### src/core/rsc_pkg.sv
// ----------------------------------------------------------------
// Reset source controller shared definitions
// ----------------------------------------------------------------
package rsc_pkg;

    // ------------------------------------------------------------
    // Register map (byte offsets on the plain register port)
    // ------------------------------------------------------------
    localparam logic [7:0] RSC_ADDR_CAUSE_FLAGS = 8'h00;
    localparam logic [7:0] RSC_ADDR_SOFT_TRIGGER = 8'h01;

    // ------------------------------------------------------------
    // Cause flag bit positions
    // ------------------------------------------------------------
    localparam int RSC_BIT_POWERUP = 0;
    localparam int RSC_BIT_UNDERVOLT = 1;
    localparam int RSC_BIT_PIN = 2;
    localparam int RSC_BIT_WATCHDOG = 3;
    localparam int RSC_BIT_SOFT = 4;
    localparam int RSC_BIT_DEBUG_PORT = 5;
    localparam int RSC_NUM_FLAGS = 6;
    localparam int RSC_BIT_SOFT_REQ = 0;

    // ------------------------------------------------------------
    // Reset values
    // ------------------------------------------------------------
    localparam logic [5:0] RSC_FLAGS_AFTER_POWERUP = 6'h01;
    localparam logic [7:0] RSC_SOFT_TRIGGER_READ = 8'h00;
    localparam logic [7:0] RSC_RDATA_IDLE = 8'h00;

    // ------------------------------------------------------------
    // Timing: figures as printed, cycle counts derived from clock
    // ------------------------------------------------------------
    localparam int RSC_CLK_MHZ = 100;
    localparam int RSC_INIT_TIME_US = 250;
    localparam int RSC_SCAN_TIME_PER_KB_US = 500;
    localparam int RSC_STARTUP_STEP_US = 1000;
    localparam int RSC_INIT_CYCLES = RSC_INIT_TIME_US * RSC_CLK_MHZ;
    localparam int RSC_SCAN_CYCLES_PER_KB = RSC_SCAN_TIME_PER_KB_US * RSC_CLK_MHZ;
    localparam int RSC_STARTUP_STEP_CYCLES = RSC_STARTUP_STEP_US * RSC_CLK_MHZ;

    // ------------------------------------------------------------
    // Types
    // ------------------------------------------------------------
    typedef struct packed {
        logic [7:0] addr;
        logic [7:0] wdata;
        logic wr;
        logic rd;
    } rsc_bus_req_type;

    typedef struct packed {
        logic all_logic;
        logic debug_port;
        logic retained_cfg;
    } rsc_scope_type;

    typedef enum logic [1:0] {
        RSC_ST_RUN,
        RSC_ST_HOLD,
        RSC_ST_RELOAD,
        RSC_ST_INIT
    } rsc_state_type;

endpackage : rsc_pkg

### src/core/rsc_reset_source_controller.sv
// Decided for this implementation: the address-and-strobe port.
`timescale 1ns/10ps
module rsc_reset_source_controller #(
    parameter int unsigned INIT_CYCLES = rsc_pkg::RSC_INIT_CYCLES,
    parameter int unsigned SCAN_CYCLES_PER_KB = rsc_pkg::RSC_SCAN_CYCLES_PER_KB,
    parameter int unsigned STARTUP_STEP_CYCLES = rsc_pkg::RSC_STARTUP_STEP_CYCLES
) (
    input wire logic mclk,
    input wire logic rst,
    input wire rsc_pkg::rsc_bus_req_type bus_req,
    output logic [7:0] bus_rdata,
    input wire logic powerup_detect,
    input wire logic supply_dip_detect,
    input wire logic reset_pin_n,
    input wire logic pin_reset_fuse_en,
    input wire logic watchdog_expired,
    input wire logic debug_port_reset_req,
    input wire logic debug_port_external,
    input wire logic io_unlock_open,
    input wire logic [2:0] startup_delay_fuse,
    input wire logic [1:0] boot_checksum_source,
    input wire logic [3:0] checksum_kbytes,
    output rsc_pkg::rsc_scope_type reset_scope,
    output logic override_disable,
    output logic fuse_reload,
    output logic boot_done
);

    // ------------------------------------------------------------
    // Elaboration checks
    // ------------------------------------------------------------
    if (INIT_CYCLES < 1) begin : g_bad_init
        $error("INIT_CYCLES must be at least one");
    end
    if (SCAN_CYCLES_PER_KB < 1 || STARTUP_STEP_CYCLES < 1) begin : g_bad_step
        $error("Scan and start-up step counts must be at least one");
    end

    // Longest init, top fuse codes, must fit the 32-bit countdown
    if (64'(INIT_CYCLES) + 64'(3'h7) * 64'(STARTUP_STEP_CYCLES) + 64'(4'hF) * 64'(SCAN_CYCLES_PER_KB)
        > 64'h0000_0000_FFFF_FFFF) begin : g_bad_total
        $error("Longest init time overflows the countdown");
    end

    // ------------------------------------------------------------
    // Declarations
    // ------------------------------------------------------------
    // Sequencer state
    rsc_pkg::rsc_state_type state_q;
    rsc_pkg::rsc_state_type state_d;

    // Cause flags and their set and clear terms
    logic [5:0] flags_q;
    logic [5:0] flags_d;
    logic [5:0] flag_set;
    logic [5:0] flag_clr;

    // One-cycle requests held until the hold phase
    logic soft_pend_q;
    logic wdt_pend_q;

    // Scope accumulators, widest source wins
    logic scope_power_q;
    logic scope_dip_q;
    logic scope_user_q;
    logic scope_debug_q;

    // Boot marker, countdown and registered outputs
    logic boot_done_q;
    logic [31:0] init_cnt_q;
    logic [31:0] init_total;
    logic [7:0] rdata_q;
    rsc_pkg::rsc_scope_type scope_q;
    logic override_disable_q;
    logic fuse_reload_q;

    // Decoded bus and source terms
    logic cpu_running;
    logic wr_flags;
    logic wr_soft;
    logic soft_fire;
    logic src_pin;
    logic src_debug;
    logic any_active;

    // ------------------------------------------------------------
    // Source qualification
    // ------------------------------------------------------------

    // Register writes only count while the CPU is out of reset
    assign cpu_running = (state_q == rsc_pkg::RSC_ST_RUN);
    assign wr_flags = bus_req.wr && cpu_running && (bus_req.addr == rsc_pkg::RSC_ADDR_CAUSE_FLAGS);
    assign wr_soft = bus_req.wr && cpu_running && (bus_req.addr == rsc_pkg::RSC_ADDR_SOFT_TRIGGER);

    // Unlock window judged in the write cycle itself
    // trigger on write one
    assign soft_fire = wr_soft && io_unlock_open && bus_req.wdata[rsc_pkg::RSC_BIT_SOFT_REQ];

    assign src_pin = pin_reset_fuse_en && !reset_pin_n;

    assign src_debug = debug_port_reset_req && debug_port_external;

    // level sources hold the first phase
    assign any_active = powerup_detect || supply_dip_detect || src_pin || src_debug
        || soft_pend_q || wdt_pend_q || soft_fire || watchdog_expired;

    // ------------------------------------------------------------
    // Pending latches for one-cycle requests
    // ------------------------------------------------------------

    // Pulses are held until the sequence reaches the hold phase,
    // so a short request still keeps the device in reset.
    always_ff @(posedge mclk or posedge rst) begin
        if (rst) begin
            soft_pend_q <= 1'b0;
        end else if (soft_fire) begin
            soft_pend_q <= 1'b1;
        end else if (state_q == rsc_pkg::RSC_ST_HOLD) begin
            soft_pend_q <= 1'b0;
        end
    end

    // A level expiry re-arms the latch until it drops
    // watchdog expiry latched as a request
    always_ff @(posedge mclk or posedge rst) begin
        if (rst) begin
            wdt_pend_q <= 1'b0;
        end else if (watchdog_expired) begin
            wdt_pend_q <= 1'b1;
        end else if (state_q == rsc_pkg::RSC_ST_HOLD) begin
            wdt_pend_q <= 1'b0;
        end
    end

    // ------------------------------------------------------------
    // Sequencer
    // ------------------------------------------------------------

    // Worst case fits 32 bits; checked at elaboration
    // base time plus start-up fuse delay
    // scan adds a fixed time per kilobyte
    always_comb begin
        init_total = 32'(INIT_CYCLES) + 32'(startup_delay_fuse) * 32'(STARTUP_STEP_CYCLES);
        if (boot_checksum_source != 2'b00) begin
            init_total = init_total + 32'(checksum_kbytes) * 32'(SCAN_CYCLES_PER_KB);
        end
    end

    // Next state: hold while any source is active, then reload, then init
    // A request during reload or init restarts the sequence
    // no sleep gating anywhere in the sequencer
    always_comb begin
        state_d = state_q;
        unique case (state_q)
            rsc_pkg::RSC_ST_RUN: begin
                if (any_active) begin
                    state_d = rsc_pkg::RSC_ST_HOLD;
                end
            end
            rsc_pkg::RSC_ST_HOLD: begin
                if (!any_active) begin
                    state_d = rsc_pkg::RSC_ST_RELOAD;
                end
            end
            rsc_pkg::RSC_ST_RELOAD: begin
                state_d = any_active ? rsc_pkg::RSC_ST_HOLD : rsc_pkg::RSC_ST_INIT;
            end
            rsc_pkg::RSC_ST_INIT: begin
                if (any_active) begin
                    state_d = rsc_pkg::RSC_ST_HOLD;
                end else if (init_cnt_q <= 32'h0000_0001) begin
                    state_d = rsc_pkg::RSC_ST_RUN;
                end
            end
        endcase
    end

    // release taken on a clock edge only
    always_ff @(posedge mclk or posedge rst) begin
        if (rst) begin
            state_q <= rsc_pkg::RSC_ST_HOLD;
        end else begin
            state_q <= state_d;
        end
    end

    // Init countdown, loaded as the fuses are reloaded
    // Loading in the reload cycle picks up the fresh fuse values
    always_ff @(posedge mclk or posedge rst) begin
        if (rst) begin
            init_cnt_q <= 32'h0000_0000;
        end else if (state_q == rsc_pkg::RSC_ST_RELOAD) begin
            init_cnt_q <= init_total;
        end else if (state_q == rsc_pkg::RSC_ST_INIT && init_cnt_q != 32'h0000_0000) begin
            init_cnt_q <= init_cnt_q - 32'h0000_0001;
        end
    end

    always_ff @(posedge mclk or posedge rst) begin
        if (rst) begin
            fuse_reload_q <= 1'b0;
        end else begin
            fuse_reload_q <= (state_d == rsc_pkg::RSC_ST_RELOAD);
        end
    end

    // ------------------------------------------------------------
    // Reset scope tracking
    // ------------------------------------------------------------

    // Scopes accumulate over one sequence; the widest source wins.
    // Cleared only when the device returns to running.
    // Trade-off: a late narrower source never shrinks the scope.
    always_ff @(posedge mclk or posedge rst) begin
        if (rst) begin
            scope_power_q <= 1'b1;
            scope_dip_q <= 1'b0;
            scope_user_q <= 1'b0;
            scope_debug_q <= 1'b0;
        end else if (state_d == rsc_pkg::RSC_ST_RUN) begin
            scope_power_q <= 1'b0;
            scope_dip_q <= 1'b0;
            scope_user_q <= 1'b0;
            scope_debug_q <= 1'b0;
        end else begin
            scope_power_q <= scope_power_q | powerup_detect;
            scope_dip_q <= scope_dip_q | supply_dip_detect;
            scope_user_q <= scope_user_q | src_pin | soft_fire | watchdog_expired;
            scope_debug_q <= scope_debug_q | src_debug;
        end
    end

    // Scope outputs registered from the next state and scope terms
    always_ff @(posedge mclk or posedge rst) begin
        if (rst) begin
            scope_q <= '{all_logic: 1'b1, debug_port: 1'b1, retained_cfg: 1'b1};
        end else begin
            // user sources spare the debug port
            scope_q.all_logic <= (state_d != rsc_pkg::RSC_ST_RUN);
            scope_q.debug_port <= (state_d != rsc_pkg::RSC_ST_RUN)
                && (scope_power_q || scope_dip_q || powerup_detect || supply_dip_detect);
            scope_q.retained_cfg <= (state_d != rsc_pkg::RSC_ST_RUN) && (scope_power_q || powerup_detect);
        end
    end

    // One cycle of lag behind the detector; no memory needed
    // override off while power-on asserted
    always_ff @(posedge mclk or posedge rst) begin
        if (rst) begin
            override_disable_q <= 1'b1;
        end else begin
            override_disable_q <= powerup_detect;
        end
    end

    // Full boot marker; gates non-power flags after a power-on
    // rst counts as a power-on, so the marker starts low
    // cleared by power-on, set at boot end
    always_ff @(posedge mclk or posedge rst) begin
        if (rst) begin
            boot_done_q <= 1'b0;
        end else if (powerup_detect) begin
            boot_done_q <= 1'b0;
        end else if (state_q == rsc_pkg::RSC_ST_INIT && state_d == rsc_pkg::RSC_ST_RUN) begin
            boot_done_q <= 1'b1;
        end
    end

    // ------------------------------------------------------------
    // Cause flags
    // ------------------------------------------------------------

    // Set terms per source; a set in the clear cycle wins
    always_comb begin
        flag_set = 6'h00;
        // each source marks its own bit
        flag_set[rsc_pkg::RSC_BIT_POWERUP] = powerup_detect;
        if (boot_done_q) begin
            flag_set[rsc_pkg::RSC_BIT_UNDERVOLT] = supply_dip_detect;
            flag_set[rsc_pkg::RSC_BIT_PIN] = src_pin;
            flag_set[rsc_pkg::RSC_BIT_WATCHDOG] = watchdog_expired;
            flag_set[rsc_pkg::RSC_BIT_SOFT] = soft_fire;
            flag_set[rsc_pkg::RSC_BIT_DEBUG_PORT] = src_debug;
        end
    end

    // Bits 7:6 are not stored, so their write data is dropped
    // write one clears, zero keeps
    // upper bits dropped from the write
    assign flag_clr = wr_flags ? bus_req.wdata[5:0] : 6'h00;

    always_comb begin
        // only software clears the power-on flag
        flags_d = (flags_q & ~flag_clr) | flag_set;
        // Power-on overrides a clear in the same cycle
        // power-on forces the others to zero
        if (powerup_detect) begin
            flags_d = rsc_pkg::RSC_FLAGS_AFTER_POWERUP;
        end
    end

    // Flags survive every reset except power-on
    always_ff @(posedge mclk or posedge rst) begin
        if (rst) begin
            flags_q <= rsc_pkg::RSC_FLAGS_AFTER_POWERUP;
        end else begin
            flags_q <= flags_d;
        end
    end

    // ------------------------------------------------------------
    // Register read port
    // ------------------------------------------------------------

    // Read data stands one cycle after the strobe, zero otherwise
    always_ff @(posedge mclk or posedge rst) begin
        if (rst) begin
            rdata_q <= rsc_pkg::RSC_RDATA_IDLE;
        end else if (bus_req.rd && bus_req.addr == rsc_pkg::RSC_ADDR_CAUSE_FLAGS) begin
            rdata_q <= {2'b00, flags_q};
        end else if (bus_req.rd && bus_req.addr == rsc_pkg::RSC_ADDR_SOFT_TRIGGER) begin
            rdata_q <= rsc_pkg::RSC_SOFT_TRIGGER_READ;
        end else begin
            rdata_q <= rsc_pkg::RSC_RDATA_IDLE;
        end
    end

    // ------------------------------------------------------------
    // Outputs
    // ------------------------------------------------------------
    // Every output leaves straight from a flip-flop
    assign bus_rdata = rdata_q;
    assign reset_scope = scope_q;
    assign override_disable = override_disable_q;
    assign fuse_reload = fuse_reload_q;
    assign boot_done = boot_done_q;

endmodule : rsc_reset_source_controller

### config.mk
export PLATFORM = sky130hd
export DESIGN_NAME = rsc_reset_source_controller
export DESIGN_NICKNAME = d
export VERILOG_FILES = /design/src/core/rsc_pkg.sv /design/src/core/rsc_reset_source_controller.sv
export SDC_FILE = /design/constraint.sdc
export NUM_CORES = 1
export LEC_CHECK = 0
export ABC_AREA = 1
export BUFFER_PORTS_ARGS = -buffer_cell sky130_fd_sc_hd__buf_4
export CORE_MARGIN = 10
export CORE_UTILIZATION = 40
export CTS_CLUSTER_DIAMETER = 60
export DETAILED_ROUTE_END_ITERATION = 7
export SYNTH_ARGS = -nofsm -noshare
export SYNTH_HDL_FRONTEND = slang
export SYNTH_SLANG_ARGS = --single-unit
### constraint.sdc
create_clock -name mclk -period 1.8 [get_ports mclk]
set_clock_uncertainty 0.05 [all_clocks]
set_input_delay 0.09 -clock mclk [delete_from_list [all_inputs] [get_ports mclk]]
set_output_delay 0.09 -clock mclk [all_outputs]
set_load 0.05 [all_outputs]
* Yosys cells after proc, flatten, opt, wreduce, memory -nomap -nowiden
Cells that the tools add are included.
** Word-level totals
- Word-level logic and storage cells :: 84
- Flip-flop bits (word level) :: 58
- Input bits :: 37
- Output and inout port bits :: 14
** Operators by class
- Order comparisons :: 1
- Multiply operators :: 2
- Reductions and logical operators :: 34
- Eq/ne operators :: 5
- $add $sub $neg :: 3
- Bitwise gates (word level) :: 5
- Multiplexer cells :: 20
** Operator list (number)
- two-way mux 32 bit :: 2
- less-or-equal comparator 32 x 1 -> 1 bit, second input constant :: 1
- nonzero test 32 bit :: 1
- subtractor 32 x 1 -> 32 bit, second input constant :: 1
- adder 21 x 20 -> 22 bit :: 1
- two-way mux 22 bit :: 1
- adder 15 x 20 -> 21 bit, first input constant :: 1
- two-way mux 6 bit :: 3
- multiplier 4 x 12 -> 16 bit, second input constant :: 1
- multiplier 3 x 12 -> 15 bit, second input constant :: 1
- logical AND 1 bit :: 12
- nonzero test 2 bit :: 6
- logical OR 1 bit :: 11
- two-way mux 2 bit :: 5
- equality test 8 x 1 -> 1 bit, second input constant :: 1
- logical NOT 8 bit :: 1
- one-hot mux 2 bit (4 select lines) :: 1
- two-way mux 1 bit :: 7
- bitwise AND 6 bit :: 1
- equality test 2 bit, second input constant :: 3
- NOT 6 bit :: 1
- OR 6 bit :: 1
- two-way mux 5 bit :: 1
- logical NOT 2 bit :: 2
- other kinds (3) :: 4

* Longest topological paths before layout
- Depth in word-level cells :: 14
- Gate-level depth with buffers :: 28
- Depth with buffers taken out :: 28

* Worst setup path after synthesis
No wires, ideal clock.
- Path type :: input port to flip-flop
- Start :: in checksum_kbytes[1]
- End :: reg init_cnt_q[19]
- Data required time :: 1.637 ns
- Arrival :: 3.200 ns
- Setup time :: 0.113 ns
- Stages :: 23
- Path slack :: -1.563 ns
- Path buffers :: 0
- Path through :: ha_1 > xor2_1 > ha_1 > a21o_1 > ha_1 > nand4_1 > o211ai_1 > a21oi_1 > nor2_1 > nand3_1 > nand2_1 > inv_1 > ha_1 > a21o_1 > a31oi_1 > nand3_1 > nand2_1 > nand2_1 > or2_2 > nand3_1 > nand3_1 > nand2_1 > inv_1
** Between the ends
- Cells in the longest elaborated chain, start to end :: 4
** Ends and longest elaborated chain
- start: declaration :: line rsc_reset_source_controller.sv:22 : input wire logic [3:0] checksum_kbytes,
- multiplier 4 x 12 -> 16 bit :: line rsc_reset_source_controller.sv:145 : init_total = init_total + 32'(checksum_kbytes) * 32'(SCAN_CYCLES_PER_KB);
- adder 21 x 20 -> 22 bit :: line rsc_reset_source_controller.sv:145
- two-way mux 22 bit :: line rsc_reset_source_controller.sv:144 : if (boot_checksum_source != 2'b00) begin
- two-way mux 32 bit :: line rsc_reset_source_controller.sv:192 : end else if (state_q == rsc_pkg::RSC_ST_RELOAD) begin
- end signal: assignment :: line rsc_reset_source_controller.sv:193 : init_cnt_q <= init_total;
- end signal: assignment :: line rsc_reset_source_controller.sv:195 : init_cnt_q <= init_cnt_q - 32'h0000_0001;
- end: declaration :: line rsc_reset_source_controller.sv:70 : logic [31:0] init_cnt_q;
Every way passes these cells.
A chain may end at the register's enable or synchronous reset.

* Final worst setup path
Same ends and word-level chain as after synthesis.

==> key figures <==
Timing
  – F_max: 315 MHz
  – Crit path time final: 3.18 ns
  – Final Setup Violations: 30
  – Setup ws final: -1.38 ns
  – Fin. Hold Viols: 0
  – Setup TNS: -15.12 ns
  – Worst-margin pin slew: 0.492 ns
  – RSZ-0062 raised after global routing: true
  – Fin. max-slew vios: 0
  – Slew headroom: 66.9%
  – Final cycle utilization of the critical path: 177%

Clock tree
  – CTS H-tree lvls: 2
  – Worst-Skew Late Latency: 0.30 ns
  – Clk pin slew, worst setup/hold paths: 0.07 ns
  – Root buf cell: clkbuf_16
  – Total CTS buffers: 5
  – Clk buf depth: 2
  – Sink Count: 55
  – TritonCTS clock tree: yes

Worst setup path
  – CP max-delay cell: ha_1
  – Reg2reg end: init_cnt_q[19]$_DFFE_PP0P_
  – Worst setup EP type: register
  – Max incr delay on CP: 0.33 ns
  – CP max FO: 4
  – R2R Setup Slk: -0.14 ns
  – WP data required: 1.95 ns
  – CP startpoint kind: primary input
  – Reg2Reg Launch Point: init_cnt_q[0]$_DFFE_PP0P_
  – Worst-path cell chain: buf_12 > ha_4 > xor2_2 > ha_2 > a21o_1 > ha_4 > nand4_1 > o211ai_1 > a21oi_2 > nor2_4 > xor2_1 > ha_1 > inv_2 > o21bai_4 > a31oi_2 > nand3_2 > nand2_2 > nand2_2 > or2_4 > nand3_2 > nand3_2 > nand2_1 > inv_1
  – Most frequent CP cell: nand3_2
  – Critical path class: in2reg
  – Reg2Reg Depth: 13
  – CP Data Arrival Time: 3.33 ns

Global routing
  – GR Overflow Total: 0
  – Vias in the first global route: 6103
  – Initial antenna violation count: 0
  – Largest net degree at the start of global routing: 56
  – Total track usage: 18.7%
  – First-pass GRT wire length: 28300 um

Drt
  – WL per Instance: 15.1 um
  – # DRC: 0
  – Starting DRT DRC Count: 357
  – Routed vias/inst: 5.12
  – Routed Antenna Nets: 0
  – Via count: 5917
  – Total wire length: 17400 um
  – Drt pass-1 iters: 5

Placement
  – Dpl cell area: 0.00714 mm2
  – Placed cell count: 1102
  – PortBufs: 46
  – Final GP Congestion: 0.924
  – HPWL after DPL: 12200 um

Logic synthesis
  – Main flop type after synthesis: dfrtp_1
  – Post-synthesis register bit count: 55
  – Post-synth EDFFs: 0
  – Ys async rst share: 100%
  – Mapped cell area: 0.00517 mm2
  – Cell variety after synth: 54
  – Gate Count Post-Synth: 724
  – Post-synth top area share: 23.7%
  – Synth area leaders: dfrtp_1 (24%), ha_1 (11%), nand2_1 (9.3%)
  – Largest area contributor in the netlist: dfrtp_1
  – Synthesis warning total: 0
  – Seq/Total Area, Yosys: 26.8%
  – Syn Area/Cell: 7.14 um2
  – Post-synth top cells: nand2_1 (128), inv_1 (99), nor2_1 (64)
  – Count leader, synth: nand2_1

Power
  – Max IR drop VDD: 0.366 mV
  – Power per cell area: 769 mW/mm2
  – Pleak: 4.15 nW

Hold path
  – Hold Path Class: in2reg
  – Min-Delay Endpoint: flags_q[0]$_DFF_PP1_
  – Hold-critical path depth: 4
  – HP Start: bus_req[2]

Final layout
  – Area growth, synth to finish: 66.5%
  – Share of layout cells above drive strength 1: 50.8%
  – Final Core Density: 68.2%
  – # diodes: 0
  – Non-Filler Instances: 1156
  – Final Cell Area: 0.00861 mm2
  – Fin nets: 1065

Die
  – Row count: 41
  – Core ar.: 0.0126 mm2
  – IO Count: 51
  – DIE HEIGHT: 134 um
  – Die area: 0.0179 mm2
  – Initial Util: 41.0%
  – Die Wd: 134 um

Run status
  – Status: complete, but fails checks
  – Violated checks: negative setup slack

Flow run
  – Max cap viols: 0
==> critical path: cells and delay by family <==
kind / cells / cell delay, ns
AOI/OAI and AO/OA: 5 / 0.78
buffers and inverters: 3 / 0.29
adders and majority gates: 4 / 0.94
xor gates and xnor gates: 2 / 0.32
and+or+nand+nor: 9 / 0.88
==> per-stage QoR <==
stage | hold slack, ns | power [W] | setup WS, ns
finish | 0.00223 | 0.00661 | -1.38
floorplan | 0.0445 | 0.00316 | -1.32
global route | 0.0183 | 0.00704 | -1.56
CTS | 0.00145 | 0.00610 | -1.25
global placement | 0.120 | 0.00439 | -1.62
detailed placement | 0.128 | 0.00446 | -1.72
==> cell usage in the layout, fill, tap and decap left out, types with 5 or more instances in the layout <==
master,Yosys,layout
inv_2,11,28
buf_12,0,5
nand2_4,3,7
xor2_1,22,15
dfstp_2,6,6
nand2_1,128,107
o21ai_0,35,13
nor2_1,64,47
nor3_2,3,8
buf_6,3,24
o21ai_2,2,14
nand4_1,14,14
nor2_4,9,19
o21ai_1,7,16
nor2_2,6,13
ha_1,44,18
dfrtp_1,49,48
a21oi_1,43,29
ha_4,0,24
buf_4,5,232
nand2_2,20,37
xor2_2,2,6
inv_1,99,80
a21oi_2,1,13
clkbuf_16,0,5
nand3_1,63,47
a31oi_1,7,6
nand3_2,1,17
a22oi_1,5,5
==> layout make-up <==
| cell class | count | area [um2] |
|---|---|---|
| Inverter | 111 | 428 |
| Sequential cell | 55 | 1390 |
| Clock buffer | 6 | 139 |
| Fill cell | 999 | 4010 |
| Tap cell | 172 | 215 |
| Clock inverter | 2 | 16.3 |
| Timing Repair Buffer | 266 | 2170 |
| Multi-Input combinational cell | 544 | 4260 |
==> power by group <==
| part | internal [W] | switching [W] | leakage (nW) | total (W) |
|---|---|---|---|---|
| registers | 0.00136 | 0.000107 | 0.664 | 0.00147 |
| logic | 0.00209 | 0.00203 | 3.41 | 0.00411 |
| clock network | 0.000558 | 0.000474 | 0.0731 | 0.00103 |
==> flip-flops by register name, indices dropped and copies added (netlist names) <==
signal            count
state_q               2
bus_rdata             6
override_disable      1
init_cnt_q           32
scope_dip_q           1
boot_done             1
scope_power_q         1
reset_scope           2
fuse_reload           1
soft_pend_q           1
flags_q               6
wdt_pend_q            1
==> cell families after synthesis <==
| logic type | count (synthesis) | share of synthesized area, % |
|---|---|---|
| xor gates and xnor gates | 33 | 5.88 |
| other | 1 | 0.0726 |
| DFF | 55 | 26.8 |
| buffers and inverters | 127 | 10.1 |
| adders and majority gates | 45 | 11.0 |
| AOI/OAI and AO/OA | 120 | 13.4 |
| and+or+nand+nor | 343 | 32.7 |
==> how the worst max path moves through the flow <==
stage                                   from  depth (start not counted)                          to
after floorplan           checksum_kbytes[1]                         23  init_cnt_q[19]$_DFFE_PP0P_
after global placement    checksum_kbytes[1]                         24  init_cnt_q[19]$_DFFE_PP0P_
after detailed placement  checksum_kbytes[1]                         24  init_cnt_q[19]$_DFFE_PP0P_
after CTS                 checksum_kbytes[1]                         25  init_cnt_q[20]$_DFFE_PP0P_
after global routing      checksum_kbytes[3]                         25  init_cnt_q[20]$_DFFE_PP0P_
final                     checksum_kbytes[1]                         23  init_cnt_q[19]$_DFFE_PP0P_
==> timing repair <==
| action | in CTS | in global routing |
|---|---|---|
| setup endpoints to repair | 36 | 39 |
| buffers inserted | 27 | 17 |
| cloned | 1 | 1 |
| resized for setup | 100 | 107 |
| hold endpoints to repair | 58 | 0 |
| pin swaps | 78 | 41 |
| hold buffers | 4 | 0 |
==> layer usage <==
layer	part of all wire, %	up-vias	track usage (%)
met5	0	-	0
met4	2.6	0	5.14
met3	4.5	44	3.01
met2	51	179	33.7
met1	41	2809	22.5
li1	-	2885	-
Power figures use the tool's default switching activity.
